`src/mbt_regs.svh`:
```
// Register offsets, reset values and clock counts of the bank cycle timer.
// Included by every design file that needs a number; holds no logic.
`ifndef MBT_REGS_SVH
`define MBT_REGS_SVH

`define MBT_NBANKS         4
`define MBT_OFF_GLOBAL     8'h00
`define MBT_OFF_STATUS     8'h04
`define MBT_BANK_PAGE      4'h1
`define MBT_GLOBAL_W       9
`define MBT_BANK_W         14
`define MBT_GLOBAL_RESET   9'h000
`define MBT_BANK_RESET     14'h000F
`define MBT_PORT_EXT       2'h3
`define MBT_CLK_SRAM_BASE  5'h02
`define MBT_CLK_DRAM_BASE  5'h03
`define MBT_CLK_PAGE_HIT   5'h02
`define MBT_CLK_PAGE_MISS  5'h04
`define MBT_CLK_B2B        5'h04
`define MBT_CLK_EXT_MIN    5'h03
`define MBT_LATER_BEATS    2'h3
`define MBT_STAT_CLK_POS   8

`endif

```
`src/mbt_pkg.sv`:
```
// Types shared by the bank cycle timer and its length calculator.
// Field order inside the structs is the bit layout of the registers.
package mbt_pkg;

   typedef enum logic [1:0] {
      mbt_master_internal = 2'b00,
      mbt_master_classic  = 2'b01,
      mbt_master_burst    = 2'b10
   } mbt_master_type;

   typedef enum logic [1:0] {
      mbt_st_idle = 2'b00,
      mbt_st_run  = 2'b01,
      mbt_st_extw = 2'b10
   } mbt_state_type;

   typedef struct packed {
      logic       bank_enable;
      logic       early_select_negate_burst_bus;
      logic       early_select_negate_classic;
      logic       timing_relax;
      logic [1:0] burst_beat_length;
      logic       page_mode_enable;
      logic       dram_select;
      logic [1:0] sram_port_size;
      logic [3:0] cycle_length_field;
   } mbt_bank_type;

   typedef struct packed {
      logic [1:0] dram_port_size;
      logic       delay_write_burst_bus;
      logic       delay_write_classic;
      logic       write_buffer_burst_bus;
      logic       write_buffer_classic;
      logic       sync;
      logic       external_master_wait;
      logic       burst_bus_start_delay;
   } mbt_global_type;

endpackage

```
`src/mbt_len_if.sv`:
```
// Carries one access description to the length calculator and its answer.
// Purely combinational; the controller owns all state.
`timescale 1ns/1ns
interface mbt_len_if;
   import mbt_pkg::*;
   mbt_bank_type   cfg;
   mbt_global_type gcfg;
   mbt_master_type master;
   logic           write;
   logic           page_hit;
   logic           back_to_back;
   logic [4:0]     first_len;
   logic [2:0]     beat_len;
   logic           ext_term;
   modport ctl  (output cfg, gcfg, master, write, page_hit, back_to_back,
                 input first_len, beat_len, ext_term);
   modport calc (input cfg, gcfg, master, write, page_hit, back_to_back,
                 output first_len, beat_len, ext_term);
endinterface

```
`src/mbt_cycle_ctl.sv`:
```
// Bank cycle timer: bank select priority, cycle counting and termination.
// Assumes a 20 MHz clock, one Avalon-MM master and address matching
// done outside, which presents one match bit per bank with each request.
//
// Added by the designer: the placing of the registers and the Avalon-MM slave port.
`timescale 1ns/1ns
`include "mbt_regs.svh"
module mbt_cycle_ctl (
   // Clock, reset and clock enable.
   input  wire logic                    clock,
   input  wire logic                    rst,
   input  wire logic                    ce,
   // Avalon-MM register slave.
   input  wire logic [7:0]              avs_address,
   input  wire logic                    avs_read,
   input  wire logic                    avs_write,
   input  wire logic [31:0]             avs_writedata,
   output logic      [31:0]             avs_readdata,
   output logic                         avs_waitrequest,
   // Access request from a bus master.
   input  wire logic                    acc_request,
   input  wire logic [3:0]              acc_match,
   input  wire mbt_pkg::mbt_master_type acc_master,
   input  wire logic                    acc_write,
   input  wire logic                    acc_burst,
   input  wire logic                    acc_page_hit,
   input  wire logic                    acc_back_to_back,
   input  wire logic                    ext_ack,
   // Memory side and termination.
   output logic      [3:0]              bank_select,
   output logic      [1:0]              data_size_acknowledge,
   output logic                         transfer_acknowledge,
   output logic                         early_negate,
   output logic                         acc_busy,
   output logic                         acc_done
);
   import mbt_pkg::*;

   localparam int NB = `MBT_NBANKS;

   // Lowest set bit, so the lowest-numbered bank wins any overlap.
   function automatic logic [3:0] lowest(input logic [3:0] m);
      lowest = m & (~m + 4'h1);
   endfunction

   function automatic logic [1:0] onehot_idx(input logic [3:0] oh);
      onehot_idx = oh[1] ? 2'h1 : oh[2] ? 2'h2 : oh[3] ? 2'h3 : 2'h0;
   endfunction

   // Port-size code to the two acknowledge lines, high for asserted.
   function automatic logic [1:0] size_ack(input logic [1:0] code);
      size_ack = (code == 2'h0) ? 2'b11 : (code == 2'h1) ? 2'b10
               : (code == 2'h2) ? 2'b01 : 2'b00;
   endfunction

   logic            wait_r;
   logic [31:0]     rdata_r;
   mbt_global_type  global_r;
   mbt_bank_type    bank_r [NB];
   mbt_state_type   state_r;
   mbt_bank_type    cfg_act_r;
   mbt_master_type  master_r;
   logic [3:0]      sel_r;
   logic [4:0]      cnt_r;
   logic [4:0]      first_len_r;
   logic [2:0]      beat_len_r;
   logic [1:0]      beats_left_r;
   logic [1:0]      port_r;
   logic            write_r;
   logic            hit_r;
   logic            first_r;
   logic            fin_r;
   logic            neg_r;
   logic [1:0]      dsack_r;
   logic            tack_r;
   logic            busy_r;
   logic            done_r;
   logic [7:0]      clocks_r;
   logic [7:0]      last_clocks_r;
   logic [4:0]      seg_clk_r;

   mbt_len_if lif ();
   mbt_len_calc u_len (
      .lif (lif.calc)
   );

   // Bus decoding.
   wire        bus_req   = avs_read | avs_write;
   wire        wr_go     = avs_write & ~wait_r;
   wire        sel_glob  = avs_address == `MBT_OFF_GLOBAL;
   wire        sel_stat  = avs_address == `MBT_OFF_STATUS;
   wire        sel_bank  = avs_address[7:4] == `MBT_BANK_PAGE
                           && avs_address[1:0] == 2'h0;
   wire [1:0]  bus_idx   = avs_address[3:2];
   wire [31:0] stat_word = {16'h0000, last_clocks_r, 2'h0, state_r,
                            onehot_idx(sel_r), port_r};
   wire [31:0] rd_mux    = sel_glob ? {23'h0, global_r}
                         : sel_stat ? stat_word
                         : sel_bank ? {18'h0, bank_r[bus_idx]}
                         : 32'h0000_0000;

   // Access decoding; disabled banks never match.
   logic [3:0] en_vec;
   for (genvar b = 0; b < NB; b++) begin : g_en
      assign en_vec[b] = bank_r[b].bank_enable;
   end
   wire [3:0] pick     = lowest(acc_match & en_vec);
   wire [1:0] pick_idx = onehot_idx(pick);
   wire       start    = state_r == mbt_st_idle && acc_request
                         && pick != 4'h0;
   wire       req_brst = acc_burst & (acc_master == mbt_master_burst);
   wire [1:0] req_port = bank_r[pick_idx].dram_select
                         ? global_r.dram_port_size
                         : bank_r[pick_idx].sram_port_size;

   assign lif.cfg          = bank_r[pick_idx];
   assign lif.gcfg         = global_r;
   assign lif.master       = acc_master;
   assign lif.write        = acc_write;
   assign lif.page_hit     = acc_page_hit;
   assign lif.back_to_back = acc_back_to_back;

   // Segment sequencing.
   wire in_run   = state_r == mbt_st_run;
   wire seg_end  = in_run && cnt_r == 5'h00;
   wire more     = seg_end && beats_left_r != 2'h0;
   wire fin_nxt  = in_run && (cnt_r == 5'h01
                  || (more && beat_len_r == 3'h1));
   wire last_nxt = fin_nxt && (more ? beats_left_r == 2'h1
                                    : beats_left_r == 2'h0);
   wire neg_opt  = master_r == mbt_master_burst
                   ? cfg_act_r.early_select_negate_burst_bus
                   : cfg_act_r.early_select_negate_classic;
   // External acknowledge is not honoured before the minimum for classic.
   wire ext_ok   = master_r != mbt_master_classic
                   || clocks_r >= {3'h0, `MBT_CLK_EXT_MIN};
   wire cyc_end  = (seg_end && !more)
                   || (state_r == mbt_st_extw && ext_ack && ext_ok);

   // Avalon answers one cycle after the request; read data is latched then.
   always_ff @(posedge clock or posedge rst) begin
      if (rst) begin
         wait_r  <= 1'b1;
         rdata_r <= 32'h0000_0000;
      end else if (ce) begin
         wait_r <= !(bus_req && wait_r);
         if (avs_read && wait_r) begin
            rdata_r <= rd_mux;
         end
      end
   end

   always_ff @(posedge clock or posedge rst) begin
      if (rst) begin
         global_r <= `MBT_GLOBAL_RESET;
      end else if (ce && wr_go && sel_glob) begin
         global_r <= avs_writedata[`MBT_GLOBAL_W-1:0];
      end
   end

   for (genvar b = 0; b < NB; b++) begin : g_bank
      always_ff @(posedge clock or posedge rst) begin
         if (rst) begin
            bank_r[b] <= `MBT_BANK_RESET;
         end else if (ce && wr_go && sel_bank && bus_idx == 2'(b)) begin
            bank_r[b] <= avs_writedata[`MBT_BANK_W-1:0];
         end
      end
   end

   // Settings are latched at the start, so a register write during a
   // cycle cannot move its select edge or its length.
   always_ff @(posedge clock or posedge rst) begin
      if (rst) begin
         cfg_act_r   <= `MBT_BANK_RESET;
         master_r    <= mbt_master_internal;
         write_r     <= 1'b0;
         hit_r       <= 1'b0;
         port_r      <= 2'h0;
         first_len_r <= 5'h00;
         beat_len_r  <= 3'h1;
      end else if (ce && start) begin
         cfg_act_r   <= bank_r[pick_idx];
         master_r    <= acc_master;
         write_r     <= acc_write;
         hit_r       <= acc_page_hit;
         port_r      <= req_port;
         first_len_r <= lif.first_len;
         beat_len_r  <= lif.beat_len;
      end
   end

   always_ff @(posedge clock or posedge rst) begin
      if (rst) begin
         state_r      <= mbt_st_idle;
         sel_r        <= 4'h0;
         cnt_r        <= 5'h00;
         beats_left_r <= 2'h0;
         first_r      <= 1'b0;
         seg_clk_r    <= 5'h00;
      end else if (ce) begin
         unique case (state_r)
            mbt_st_idle: begin
               if (start) begin
                  sel_r     <= pick;
                  first_r   <= 1'b1;
                  seg_clk_r <= 5'h01;
                  if (lif.ext_term) begin
                     state_r <= mbt_st_extw;
                  end else begin
                     state_r      <= mbt_st_run;
                     cnt_r        <= lif.first_len - 5'h01;
                     beats_left_r <= req_brst ? `MBT_LATER_BEATS : 2'h0;
                  end
               end
            end
            mbt_st_run: begin
               if (more) begin
                  cnt_r        <= {2'h0, beat_len_r} - 5'h01;
                  beats_left_r <= beats_left_r - 2'h1;
                  first_r      <= 1'b0;
                  seg_clk_r    <= 5'h01;
               end else if (seg_end) begin
                  state_r <= mbt_st_idle;
                  sel_r   <= 4'h0;
               end else begin
                  cnt_r     <= cnt_r - 5'h01;
                  seg_clk_r <= seg_clk_r + 5'h01;
               end
            end
            mbt_st_extw: begin
               if (ext_ack && ext_ok) begin
                  state_r <= mbt_st_idle;
                  sel_r   <= 4'h0;
               end
            end
         endcase
      end
   end

   // Termination strobes, registered into the final clock; acc_done follows one clock later.
   always_ff @(posedge clock or posedge rst) begin
      if (rst) begin
         fin_r   <= 1'b0;
         dsack_r <= 2'h0;
         tack_r  <= 1'b0;
         neg_r   <= 1'b0;
         done_r  <= 1'b0;
         busy_r  <= 1'b0;
      end else if (ce) begin
         fin_r   <= fin_nxt;
         dsack_r <= (fin_nxt && master_r != mbt_master_burst)
                    ? size_ack(port_r) : 2'h0;
         tack_r  <= fin_nxt && master_r == mbt_master_burst;
         neg_r   <= last_nxt && write_r && neg_opt;
         done_r  <= cyc_end;
         busy_r  <= start || (busy_r && !cyc_end);
      end
   end

   always_ff @(posedge clock or posedge rst) begin
      if (rst) begin
         clocks_r      <= 8'h00;
         last_clocks_r <= 8'h00;
      end else if (ce) begin
         if (start) begin
            clocks_r <= 8'h01;
         end else if (state_r != mbt_st_idle && clocks_r != 8'hFF) begin
            clocks_r <= clocks_r + 8'h01;
         end
         if (cyc_end) begin
            last_clocks_r <= clocks_r;
         end
      end
   end

   assign avs_readdata          = rdata_r;
   assign avs_waitrequest       = wait_r;
   assign bank_select           = sel_r;
   assign data_size_acknowledge = dsack_r;
   assign transfer_acknowledge  = tack_r;
   assign early_negate          = neg_r;
   assign acc_busy              = busy_r;
   assign acc_done              = done_r;
endmodule

```
`src/mbt_len_calc.sv`:
```
// Works out the clock count of a first access and of later burst beats.
// Assumes the controller presents a stable access description through lif.
`timescale 1ns/1ns
`include "mbt_regs.svh"
module mbt_len_calc (
   // Access description in, lengths out.
   mbt_len_if.calc lif
);
   import mbt_pkg::*;

   wire       is_int   = lif.master == mbt_master_internal;
   wire       is_burst = lif.master == mbt_master_burst;
   wire       is_cls   = ~is_int & ~is_burst;
   wire       dram     = lif.cfg.dram_select;
   // Burst-bus masters never get page mode.
   wire       page     = dram & lif.cfg.page_mode_enable & ~is_burst;
   wire [4:0] dram_pg  = lif.page_hit ? `MBT_CLK_PAGE_HIT
                                      : `MBT_CLK_PAGE_MISS;
   wire [4:0] dram_np  = lif.back_to_back ? `MBT_CLK_B2B
                                          : `MBT_CLK_DRAM_BASE;
   wire [4:0] base     = dram ? (page ? dram_pg : dram_np)
                              : `MBT_CLK_SRAM_BASE;
   // Classic masters pay one clock, except on a back-to-back DRAM access without page mode.
   wire       cls_add  = is_cls & ~(dram & ~page & lif.back_to_back);
   wire       relax    = lif.cfg.timing_relax & ~is_burst
                         & ~(is_cls & ~dram & ~lif.gcfg.sync);
   wire       tss_add  = is_burst & lif.gcfg.burst_bus_start_delay;
   wire       xwt_add  = is_cls & lif.gcfg.external_master_wait;
   wire       dw_opt   = is_burst ? lif.gcfg.delay_write_burst_bus
                                  : lif.gcfg.delay_write_classic;
   wire       wb_opt   = is_burst ? lif.gcfg.write_buffer_burst_bus
                                  : lif.gcfg.write_buffer_classic;
   wire       dw_add   = lif.write & dw_opt & ~wb_opt;
   wire [4:0] raw_len  = {1'b0, lif.cfg.cycle_length_field} + base
                         + {4'h0, cls_add} + {4'h0, relax} + {4'h0, tss_add}
                         + {4'h0, xwt_add} + {4'h0, dw_add};

   assign lif.first_len = (is_cls && raw_len < `MBT_CLK_EXT_MIN)
                          ? `MBT_CLK_EXT_MIN : raw_len;
   assign lif.beat_len  = {1'b0, lif.cfg.burst_beat_length} + 3'h1
                          + {2'h0, dram};
   assign lif.ext_term  = dram ? lif.gcfg.dram_port_size == `MBT_PORT_EXT
                        : lif.cfg.sram_port_size == `MBT_PORT_EXT;
endmodule

```
`config.mk`:
```
export PLATFORM = sky130hd
export DESIGN_NAME = mbt_cycle_ctl
export DESIGN_NICKNAME = d
export VERILOG_FILES = /design/src/mbt_pkg.sv /design/src/mbt_len_if.sv /design/src/mbt_cycle_ctl.sv /design/src/mbt_len_calc.sv
export VERILOG_INCLUDE_DIRS = /design/src /design/src/src
export SDC_FILE = /design/constraint.sdc
export NUM_CORES = 1
export LEC_CHECK = 0
export BUFFER_PORTS_ARGS = -buffer_cell sky130_fd_sc_hd__buf_4
export CAP_MARGIN = 0
export CORE_ASPECT_RATIO = 1.2
export CORE_MARGIN = 2
export CORE_UTILIZATION = 58
export CTS_BUF_LIST = sky130_fd_sc_hd__clkbuf_4 sky130_fd_sc_hd__clkbuf_8 sky130_fd_sc_hd__clkbuf_16
export DETAILED_ROUTE_END_ITERATION = 12
export MAX_ROUTING_LAYER = met4
export PLACE_DENSITY_LB_ADDON = 0.05
export RECOVER_POWER = 50
export SLEW_MARGIN = 20
export SYNTH_ARGS = -nofsm -noshare
export SYNTH_HDL_FRONTEND = slang
export SYNTH_HIERARCHICAL = 1
export SYNTH_SLANG_ARGS = --single-unit
```
`constraint.sdc`:
```
create_clock -name clock -period 7.07 [get_ports clock]
set_input_delay 0.3535 -clock clock [delete_from_list [all_inputs] [get_ports clock]]
set_output_delay 0.3535 -clock clock [all_outputs]
set_load 0.005 [all_outputs]
```
==> results of run 1 <==
-- stage by stage --
| step | util | setup WS, ps | instances |
|---|---|---|---|
| finish | 0.687 | 1080 | 882 |
| global route | 0.687 | 581 | 882 |
| CTS | 0.688 | 1090 | 882 |
| detailed placement | 0.638 | 1050 | 850 |
| global placement | 0.638 | 1230 | 850 |
| floorplan | - | 1730 | 663 |
-- path summary, 6_finish.rpt --
check / to / slack [ps]
hold reg to reg: acc_busy$_DFFE_PP0P_ / 480
setup / recovery: cnt_r[4]$_DFFE_PP0P_ / 1080
setup reg to reg: cnt_r[4]$_DFFE_PP0P_ / 1080
hold / removal: write_r$_DFFE_PP0P_ / 170
max in group asynchronous: global_r[5]$_DFFE_PP0P_ / 2200
min in group asynchronous: state_r[1]$_DFFE_PP0P_ / 670
-- report_power, final --
part	internal (mW)	switching, mW
registers	0.796	0.0699
logic	0.176	0.217
clock network	0.573	0.310
total	1.55	0.597
-- sequential cells by signal, indices dropped and copies added, names as in the netlist, 3 cells and up --
signal         flops
clocks_r           8
beat_len_r         3
bank_r            56
cnt_r              5
bank_select        4
avs_readdata      16
last_clocks_r      8
global_r           9
-- layout by cell type, fill, tap and decap left out, types with 5 or more instances in the layout --
| cell type | count |
|---|---|
| nor2b_1 | 5 |
| dfrtp_1 | 109 |
| a21oi_1 | 27 |
| nand2_1 | 65 |
| mux2i_1 | 7 |
| nor3_1 | 12 |
| nor3b_1 | 6 |
| a22oi_1 | 26 |
| xor2_1 | 8 |
| inv_1 | 29 |
| nand3b_1 | 6 |
| conb_1 | 16 |
| mux4_2 | 14 |
| nor2_1 | 20 |
| dfstp_2 | 17 |
| o21ai_1 | 5 |
| xnor2_1 | 8 |
| buf_4 | 41 |
| mux2_2 | 91 |
| ha_1 | 22 |
| nand3_1 | 11 |
| clkbuf_16 | 17 |
| and2_1 | 6 |
| and3_1 | 5 |
| o21ai_0 | 37 |
| clkbuf_4 | 31 |
| nand2b_1 | 6 |
-- area by class of cell --
type	count	share of cell area
clock buffers	26	0.0625
clock inverters	6	0.00997
inverters	30	0.0137
multi-input cells	462	0.441
flip-flops and latches	127	0.386
well taps	161	0.0243
repair buffers	70	0.0621
-- tightest hold or removal path, stage by stage --
cell and delay (ps):
buf_4 100, nand2_1 50, nand2_1 50
-- metal layers --
metal  GRT usage  vias to the layer above  share of wire
met2       0.493                      140           0.52
met1       0.353                     2654           0.40
met4       0.111                        0          0.029
li1            -                     2431              -
met3      0.0766                       35          0.051
met5           -                        -              0
==> flow_summary.yaml, run 1 <==
sta:
  fin_tns_setup_ps: 0
  rsz0062_at_grt: "no"
  setup_viol_count_final: 0
  maxSlewViolCount: 130
  worst_pin_slew_ps: 3530
  holdWs_ps: 167
  period_minus_slack_ps: 5990
  fin_skew_ps: 7.64
  period_share: 0.847
  slew_headroom: -1.35
  hold_violations: 0
  fmax_mhz: 167
placed_design:
  place_hpwl_um: 13100
  port_buffers: 65
  placed_cell_area_um2: 7690
  place.gp.congestion: 0.872
cells_and_area:
  fillers: 936
  layout.nets: 791
  antenna_cells: 0
  layout-drive-gt1-share: 0.326
  multi_input_area_um2: 3650
  fin_area_um2: 8280
  seqCellArea_um2: 3200
  area_delta_synth_final_pct: 15.6
cts:
  cts_made_buffers: 17
  cts_resized: 0
  clock_latency_ps: 420
  clock_path_buffers: 2
  hold_buffers: 0
  cts.sinks: 127
  cts_root_buf: "clkbuf_16"
  tritoncts: "yes"
  clk_pin_slew_worst_paths_ps: 50
  cts_setup_buffers: 0
  cts_htree_levels: 4
setup_path:
  startpoint_type: "flip-flop"
  startpoint: "bank_r[27]$_DFFE_PP0P_"
  worstRegToRegCells: 23
  path_cells: "a22oi_1 -> nor3_2 -> buf_4 -> mux2_2 -> a22oi_1 -> o21ai_0 -> nand2_1 -> and3_1 -> fa_1 -> inv_1 -> fa_1 -> fa_1 -> fa_1 -> xnor2_1 -> nor2_1 -> mux2i_1 -> o21ai_1 -> inv_1 -> ha_1 -> nor3b_1 -> xor2_1 -> a21oi_1 -> o21ai_0"
  slowest_delay_ps: 510
  cp.required_ps: 7410
  cp_slowest_cell: "fa_1"
  critPathMaxFanout: 9
  crit_top_cell: "fa_1"
  cp.arrival_ps: 6330
  end_kind: "flip-flop"
  r2r-start: "bank_r[27]$_DFFE_PP0P_"
  path_class: "flip-flop to flip-flop"
  cp_num_cells: 23
  crit_buf_inv: 3
  crit_family: "adder cells"
routing:
  dr.pass1.iters: 5
  viasPerCell: 5.96
  drtIter0Drc: 416
  ant_nets: 0
  vias: 5260
  routed_wl_um: 18200
  wire_per_inst_um: 20.7
  drc: 0
logic_synthesis:
  synth_area_um2: 7160
  ys_warn_count: 6
  netlist_instances: 648
  avgSynthCellArea_um2: 11.1
min_path:
  worstHoldStart: "acc_write"
  hold_path_class: "primary input to flip-flop"
  min_delay_path_depth: 3
floorplan:
  die_area_um2: 13300
  dieWidth_um: 105
  die_height_um: 126
  row_count: 44
  start_util: 0.594
  core_area_um2: 12100
  pin_count: 100
pwr:
  power.density_nw_per_um2: 259
  p_total_mw: 2.14
  worst_ir_drop_vdd_mv: 0.187
  leakage_nw: 3.88
global_route:
  grt_use_total: 0.299
  grt-ovfl-total: 0
  grt_pass1_vias: 5423
  grt_pass1_wl_um: 29300
  antenna_found_initial: 0
  grt_max_degree: 68
flow_run:
  max_cap_viol_count: 2
status:
  outcome: "complete, but fails checks"
  violations: "capacitance limit, slew limit"
Note: power is estimated with default switching activity, not from simulation.
==> run 2, diff against run 1 <==
==> constraint.sdc (replaced) <==
create_clock -name clock -period 6.05 [get_ports clock]
set_input_delay 0.3025 -clock clock [delete_from_list [all_inputs] [get_ports clock]]
set_output_delay 0.3025 -clock clock [all_outputs]
set_load 0.005 [all_outputs]
==> run 2 against run 1 <==
  * The flow still finishes with violations (capacitance limit, slew limit)
  * Highest routed layer unchanged
  * Die area stayed put
  * Cell area is 0.59% higher
  * Sequential share of layout area fell by 0.23 points
  * Clock skew rose by 1.5 ps
  * First-iteration DRC count fell by 28%
  * Routed wire length down 2.2%
  * Largest cell class unchanged
==> flow_summary.yaml, run 2 (synthesis results as in run 1) <==
floorplan:
  row_count: 44
  die_area_um2: 13300
  start_util: 0.594
  core_area_um2: 12100
  dieWidth_um: 105
  die_height_um: 126
  pin_count: 100
setup_path:
  startpoint_type: "flip-flop"
  worstRegToRegCells: 23
  path_class: "flip-flop to flip-flop"
  r2r-start: "bank_r[55]$_DFFE_PP0P_"
  regToRegEndpoint: "cnt_r[4]$_DFFE_PP0P_"
  cp.required_ps: 6390
  end_kind: "flip-flop"
  critPathMaxFanout: 9
  cp.arrival_ps: 6050
  rrSetupSlack_ps: 340
pwr:
  leakage_nw: 3.91
  worst_ir_drop_vdd_mv: 0.192
  power.density_nw_per_um2: 303
  p_total_mw: 2.53
cells_and_area:
  layout.nets: 794
  layout-drive-gt1-share: 0.331
  seqCellArea_um2: 3200
  final_cell_mix: "dfrtp_1 (109), mux2_2 (91), nand2_1 (65)"
  area_delta_synth_final_pct: 16.3
  fin_area_um2: 8330
  multi_input_area_um2: 3660
  fillers: 897
  mostFrequentLayoutCell: "dfrtp_1"
  fin_util: 0.691
  top_register: "bank_r"
  largest_reg_flops: 56
  antenna_cells: 0
min_path:
  hold_path_class: "primary input to flip-flop"
  worstHoldStart: "acc_write"
  whs_endpoint: "write_r$_DFFE_PP0P_"
  min_delay_path_depth: 3
global_route:
  grt_pass1_wl_um: 28600
  grt_pass1_vias: 5301
  grt_max_degree: 70
  grt_use_total: 0.291
  antenna_found_initial: 0
  grt-ovfl-total: 0
routing:
  routed_wl_um: 17800
  dr.pass1.iters: 5
  drc: 0
  viasPerCell: 6.04
  wire_per_inst_um: 20.1
  ant_nets: 0
  drtIter0Drc: 300
  vias: 5341
cts:
  tritoncts: "yes"
  hold_buffers: 0
  cts_made_buffers: 17
  cts.sinks: 127
  cts_setup_buffers: 0
  cts_resized: 0
  cts_htree_levels: 4
  clock_latency_ps: 430
  clock_path_buffers: 2
  clk_pin_slew_worst_paths_ps: 60
  cts_root_buf: "clkbuf_16"
sta:
  worst_pin_slew_ps: 3560
  setup_viol_count_final: 0
  rsz0062_at_grt: "no"
  hold_violations: 0
  fin_ws_ps: 338
  fin_skew_ps: 9.12
  slew_headroom: -1.37
  period_minus_slack_ps: 5710
  fmax_mhz: 175
  fin_tns_setup_ps: 0
  maxSlewViolCount: 130
  period_share: 0.944
placed_design:
  dp_slack_ps: 351
  placed_cell_area_um2: 7710
  place_hpwl_um: 12900
  port_buffers: 65
  place.gp.congestion: 0.900
flow_run:
  max_cap_viol_count: 2
status:
  outcome: "complete, but fails checks"
  violations: "capacitance limit, slew limit"
## run 2: changes by cell type in the layout (fill, tap and decap cells not counted), moves of 2 or more
cell      delta
clkinv_4     +5
clkbuf_8     -2
clkbuf_4     -4
buf_4        +3
## run 2: metal layers
layer,track usage,share of wire
met5,-,0
met1,0.362,0.42
met2,0.475,0.51
met3,0.0502,0.045
met4,0.119,0.023
## run 2: worst max path at each step
stage / endpoint / slack, ps / depth (start not counted) / start
floorplan: cnt_r[4]$_DFFE_PP0P_ / 710 / 23 / bank_r[55]$_DFFE_PP0P_
global placement: cnt_r[4]$_DFFE_PP0P_ / 540 / 24 / acc_match[0]
detailed placement: cnt_r[4]$_DFFE_PP0P_ / 350 / 24 / acc_match[0]
CTS: cnt_r[4]$_DFFE_PP0P_ / 350 / 23 / bank_r[55]$_DFFE_PP0P_
global route: cnt_r[4]$_DFFE_PP0P_ / 6 / 23 / bank_r[55]$_DFFE_PP0P_
finish: cnt_r[4]$_DFFE_PP0P_ / 340 / 23 / bank_r[55]$_DFFE_PP0P_
## run 2: power breakdown
group / switching [mW] / internal [mW] / leakage, nW / total (mW)
combinational: 0.251 / 0.207 / 1.93 / 0.457
clock: 0.387 / 0.670 / 0.307 / 1.06
sequential: 0.0837 / 0.930 / 1.67 / 1.01
total: 0.721 / 1.81 / 3.91 / 2.53
## run 2: area by class of cell
cell class,count,area share
Sequential cell,127,0.384
Timing Repair Buffer,73,0.0649
Clock inverter,13,0.0195
Tap cell,161,0.0242
Clock buffer,19,0.0544
Multi-Input combinational cell,462,0.439
Inverter,30,0.0137
## run 2: per-stage QoR
step                cells  hold WS [ps]
floorplan             663           408
global placement      853           458
detailed placement    853           469
CTS                   885          22.9
global route          885           114
finish                885          99.6
## run 2: critical path, stage by stage (launching register included)
cell	delay, ps
dfrtp_1	410
and2_1	280
nor3_2	280
buf_4	230
mux2_2	340
a22oi_1	130
o21ai_0	180
nand2_1	100
a21oi_1	50
fa_1	480
inv_1	60
fa_1	500
fa_1	480
fa_1	440
nand2b_1	180
o2bb2ai_2	140
mux2i_1	220
o21ai_1	120
inv_1	120
ha_1	190
nor3b_1	230
xor2_1	200
a21oi_1	80
o21ai_0	150
==> run 3, diff against run 2 <==
--- a/config.mk
+++ b/config.mk
@@ -8,7 +8,7 @@
 export LEC_CHECK = 0
 export BUFFER_PORTS_ARGS = -buffer_cell sky130_fd_sc_hd__buf_4
 export CAP_MARGIN = 0
-export CORE_ASPECT_RATIO = 1.2
+export CORE_ASPECT_RATIO = 1.5
 export CORE_MARGIN = 2
 export CORE_UTILIZATION = 58
 export CTS_BUF_LIST = sky130_fd_sc_hd__clkbuf_4 sky130_fd_sc_hd__clkbuf_8 sky130_fd_sc_hd__clkbuf_16
==> run 3 against run 2 <==
  * The run still ends with capacitance limit, slew limit left
  * Clock skew down 0.64 ps
  * Global-route usage up 0.79 points
  * Non-clock buffer count up 1
  * Cell area about the same
  * Routed wire length up 2.8%
  * Sequential power about the same
  * Sequential cell count unchanged
  * Register-to-register slack about the same
  * Setup slack worse by 0.67 ps
  * Maximum frequency about the same
  * Core utilization up 0.27 points
  * Largest cell class unchanged
  * Largest power group unchanged
  * Highest routed layer unchanged
==> flow_summary.yaml, run 3 (synthesis results as in run 1) <==
setup_path:
  startpoint: "bank_r[55]$_DFFE_PP0P_"
  cp.required_ps: 6390
  cp.arrival_ps: 6050
  crit_family: "adder cells"
  crit_buf_inv: 3
  critPathMaxFanout: 7
  startpoint_type: "flip-flop"
  rrSetupSlack_ps: 340
  end_kind: "flip-flop"
  cp_slowest_cell: "fa_1"
  r2r-start: "bank_r[55]$_DFFE_PP0P_"
  path_cells: "and2_1 -> nor3_2 -> buf_4 -> mux2_2 -> a22oi_1 -> o21ai_0 -> fa_1 -> inv_1 -> fa_1 -> fa_1 -> fa_1 -> nand2b_1 -> o2bb2ai_2 -> mux2i_1 -> o21ai_1 -> inv_1 -> ha_1 -> nor3b_1 -> xor2_1 -> a21oi_1 -> o21ai_0"
  path_class: "flip-flop to flip-flop"
  crit_top_cell: "fa_1"
  slowest_delay_ps: 580
cells_and_area:
  mostFrequentLayoutCell: "dfrtp_1"
  largest_reg_flops: 56
  top_register: "bank_r"
  layout.nets: 795
  multi_input_area_um2: 3660
  seqCellArea_um2: 3200
  layout-drive-gt1-share: 0.335
  antenna_cells: 0
  area_delta_synth_final_pct: 16.4
  fin_util: 0.694
  final_cell_mix: "dfrtp_1 (108), mux2_2 (91), nand2_1 (65)"
  fillers: 927
routing:
  wire_per_inst_um: 20.9
  ant_nets: 0
  drc: 0
  dr.pass1.iters: 5
  viasPerCell: 6.05
  routed-wl-met2_um: 9950
  vias: 5309
  wl_met3_um: 716
  routed_wl_um: 18300
  dr.max_layer_used: "met4"
  drt-met1-wl_um: 7220
  drtIter0Drc: 308
global_route:
  antenna_found_initial: 0
  grt_pass1_vias: 5503
  grt_max_degree: 85
  grt_use_total: 0.299
  grt-ovfl-total: 0
  grt_pass1_wl_um: 29300
sta:
  period_minus_slack_ps: 5710
  fmax_mhz: 175
  hold_violations: 0
  fin_skew_ps: 8.48
  period_share: 0.944
  fin_tns_setup_ps: 0
  holdWs_ps: 103
  maxSlewViolCount: 130
  rsz0062_at_grt: "no"
  slew_headroom: -1.44
  setup_viol_count_final: 0
  worst_pin_slew_ps: 3640
floorplan:
  row_count: 49
  die_height_um: 140
  dieWidth_um: 94.7
  core_area_um2: 12000
  start_util: 0.596
  die_area_um2: 13300
  pin_count: 100
placed_design:
  place_hpwl_um: 13400
  port_buffers: 65
  place.gp.congestion: 0.940
pwr:
  worst_ir_drop_vdd_mv: 0.174
  power.density_nw_per_um2: 305
  leakage_nw: 3.91
cts:
  cts_htree_levels: 4
  cts_root_buf: "clkbuf_16"
  cts_made_buffers: 17
  clock_path_buffers: 2
  clk_pin_slew_worst_paths_ps: 60
  clock_latency_ps: 420
  cts.sinks: 127
  hold_buffers: 0
  tritoncts: "yes"
status:
  outcome: "complete, but fails checks"
  violations: "capacitance limit, slew limit"
min_path:
  worstHoldStart: "acc_write"
  hold_path_class: "primary input to flip-flop"
flow_run:
  max_cap_viol_count: 2
[run 3: cell types whose count changed in the layout (fill, tap and decap cells not counted), sizes merged]
cell      delta
clkinvlp     +2
inv          +4
clkbuf       -1
buf          +2
clkinv       -6
[run 3: what timing repair did]
item / CTS / global route
buffers inserted: 0 / 1
resized for setup: 0 / 2
setup endpoints to repair: 0 / 1
[run 3: worst register-to-register path: cells and delay by family, from the launching register on]
| kind | cells | cell delay [ps] |
|---|---|---|
| AOI/OAI and AO/OA | 6 | 850 |
| xor gates and xnor gates | 1 | 180 |
| adders and majority gates | 5 | 2190 |
| buffers and inverters | 3 | 380 |
| DFF | 1 | 410 |
| muxes | 2 | 560 |
| and+or+nand+nor | 4 | 1040 |
[run 3: metrics by stage]
| step | cell area (um2) | power (mW) | cells | setup slack (ps) |
|---|---|---|---|---|
| final | 8340 | 2.54 | 878 | 337 |
| after global routing | 8340 | 2.66 | 878 | 28.6 |
| after CTS | 8320 | 2.56 | 877 | 364 |
| after detailed placement | 7700 | 1.48 | 845 | 402 |
| after global placement | 7700 | 1.46 | 845 | 520 |
| after floorplan | 7220 | 1.35 | 663 | 709 |
[run 3: path summary, 6_finish.rpt]
| path | to | depth (start not counted) |
|---|---|---|
| max | cnt_r[4]$_DFFE_PP0P_ | 21 |
| min | write_r$_DFFE_PP0P_ | 3 |
| max reg2reg | cnt_r[4]$_DFFE_PP0P_ | 21 |
| min reg2reg | avs_readdata[11]$_DFFE_PP0P_ | 2 |
| max in group asynchronous | last_clocks_r[3]$_DFFE_PP0P_ | 3 |
| min in group asynchronous | state_r[1]$_DFFE_PP0P_ | 2 |
[run 3: final cells by class]
cell class | instances | share of cell area
timing repair buffer | 74 | 0.0662
sequential | 127 | 0.384
multi-input combinational | 462 | 0.439
clock inverter | 13 | 0.0213
clock buffer | 19 | 0.0528
inverter | 30 | 0.0137
tap | 153 | 0.0230
[run 3: per-layer routing]
metal,GRT usage,vias up
met4,0.0992,0
met1,0.350,2689
met3,0.0527,33
met5,-,-
li1,-,2443
met2,0.516,144
[run 3: report_power, final]
group          total (mW)  switching (mW)  internal, mW
Sequential           1.01          0.0849         0.929
Clock                1.07           0.406         0.666
Combinational       0.458           0.251         0.207
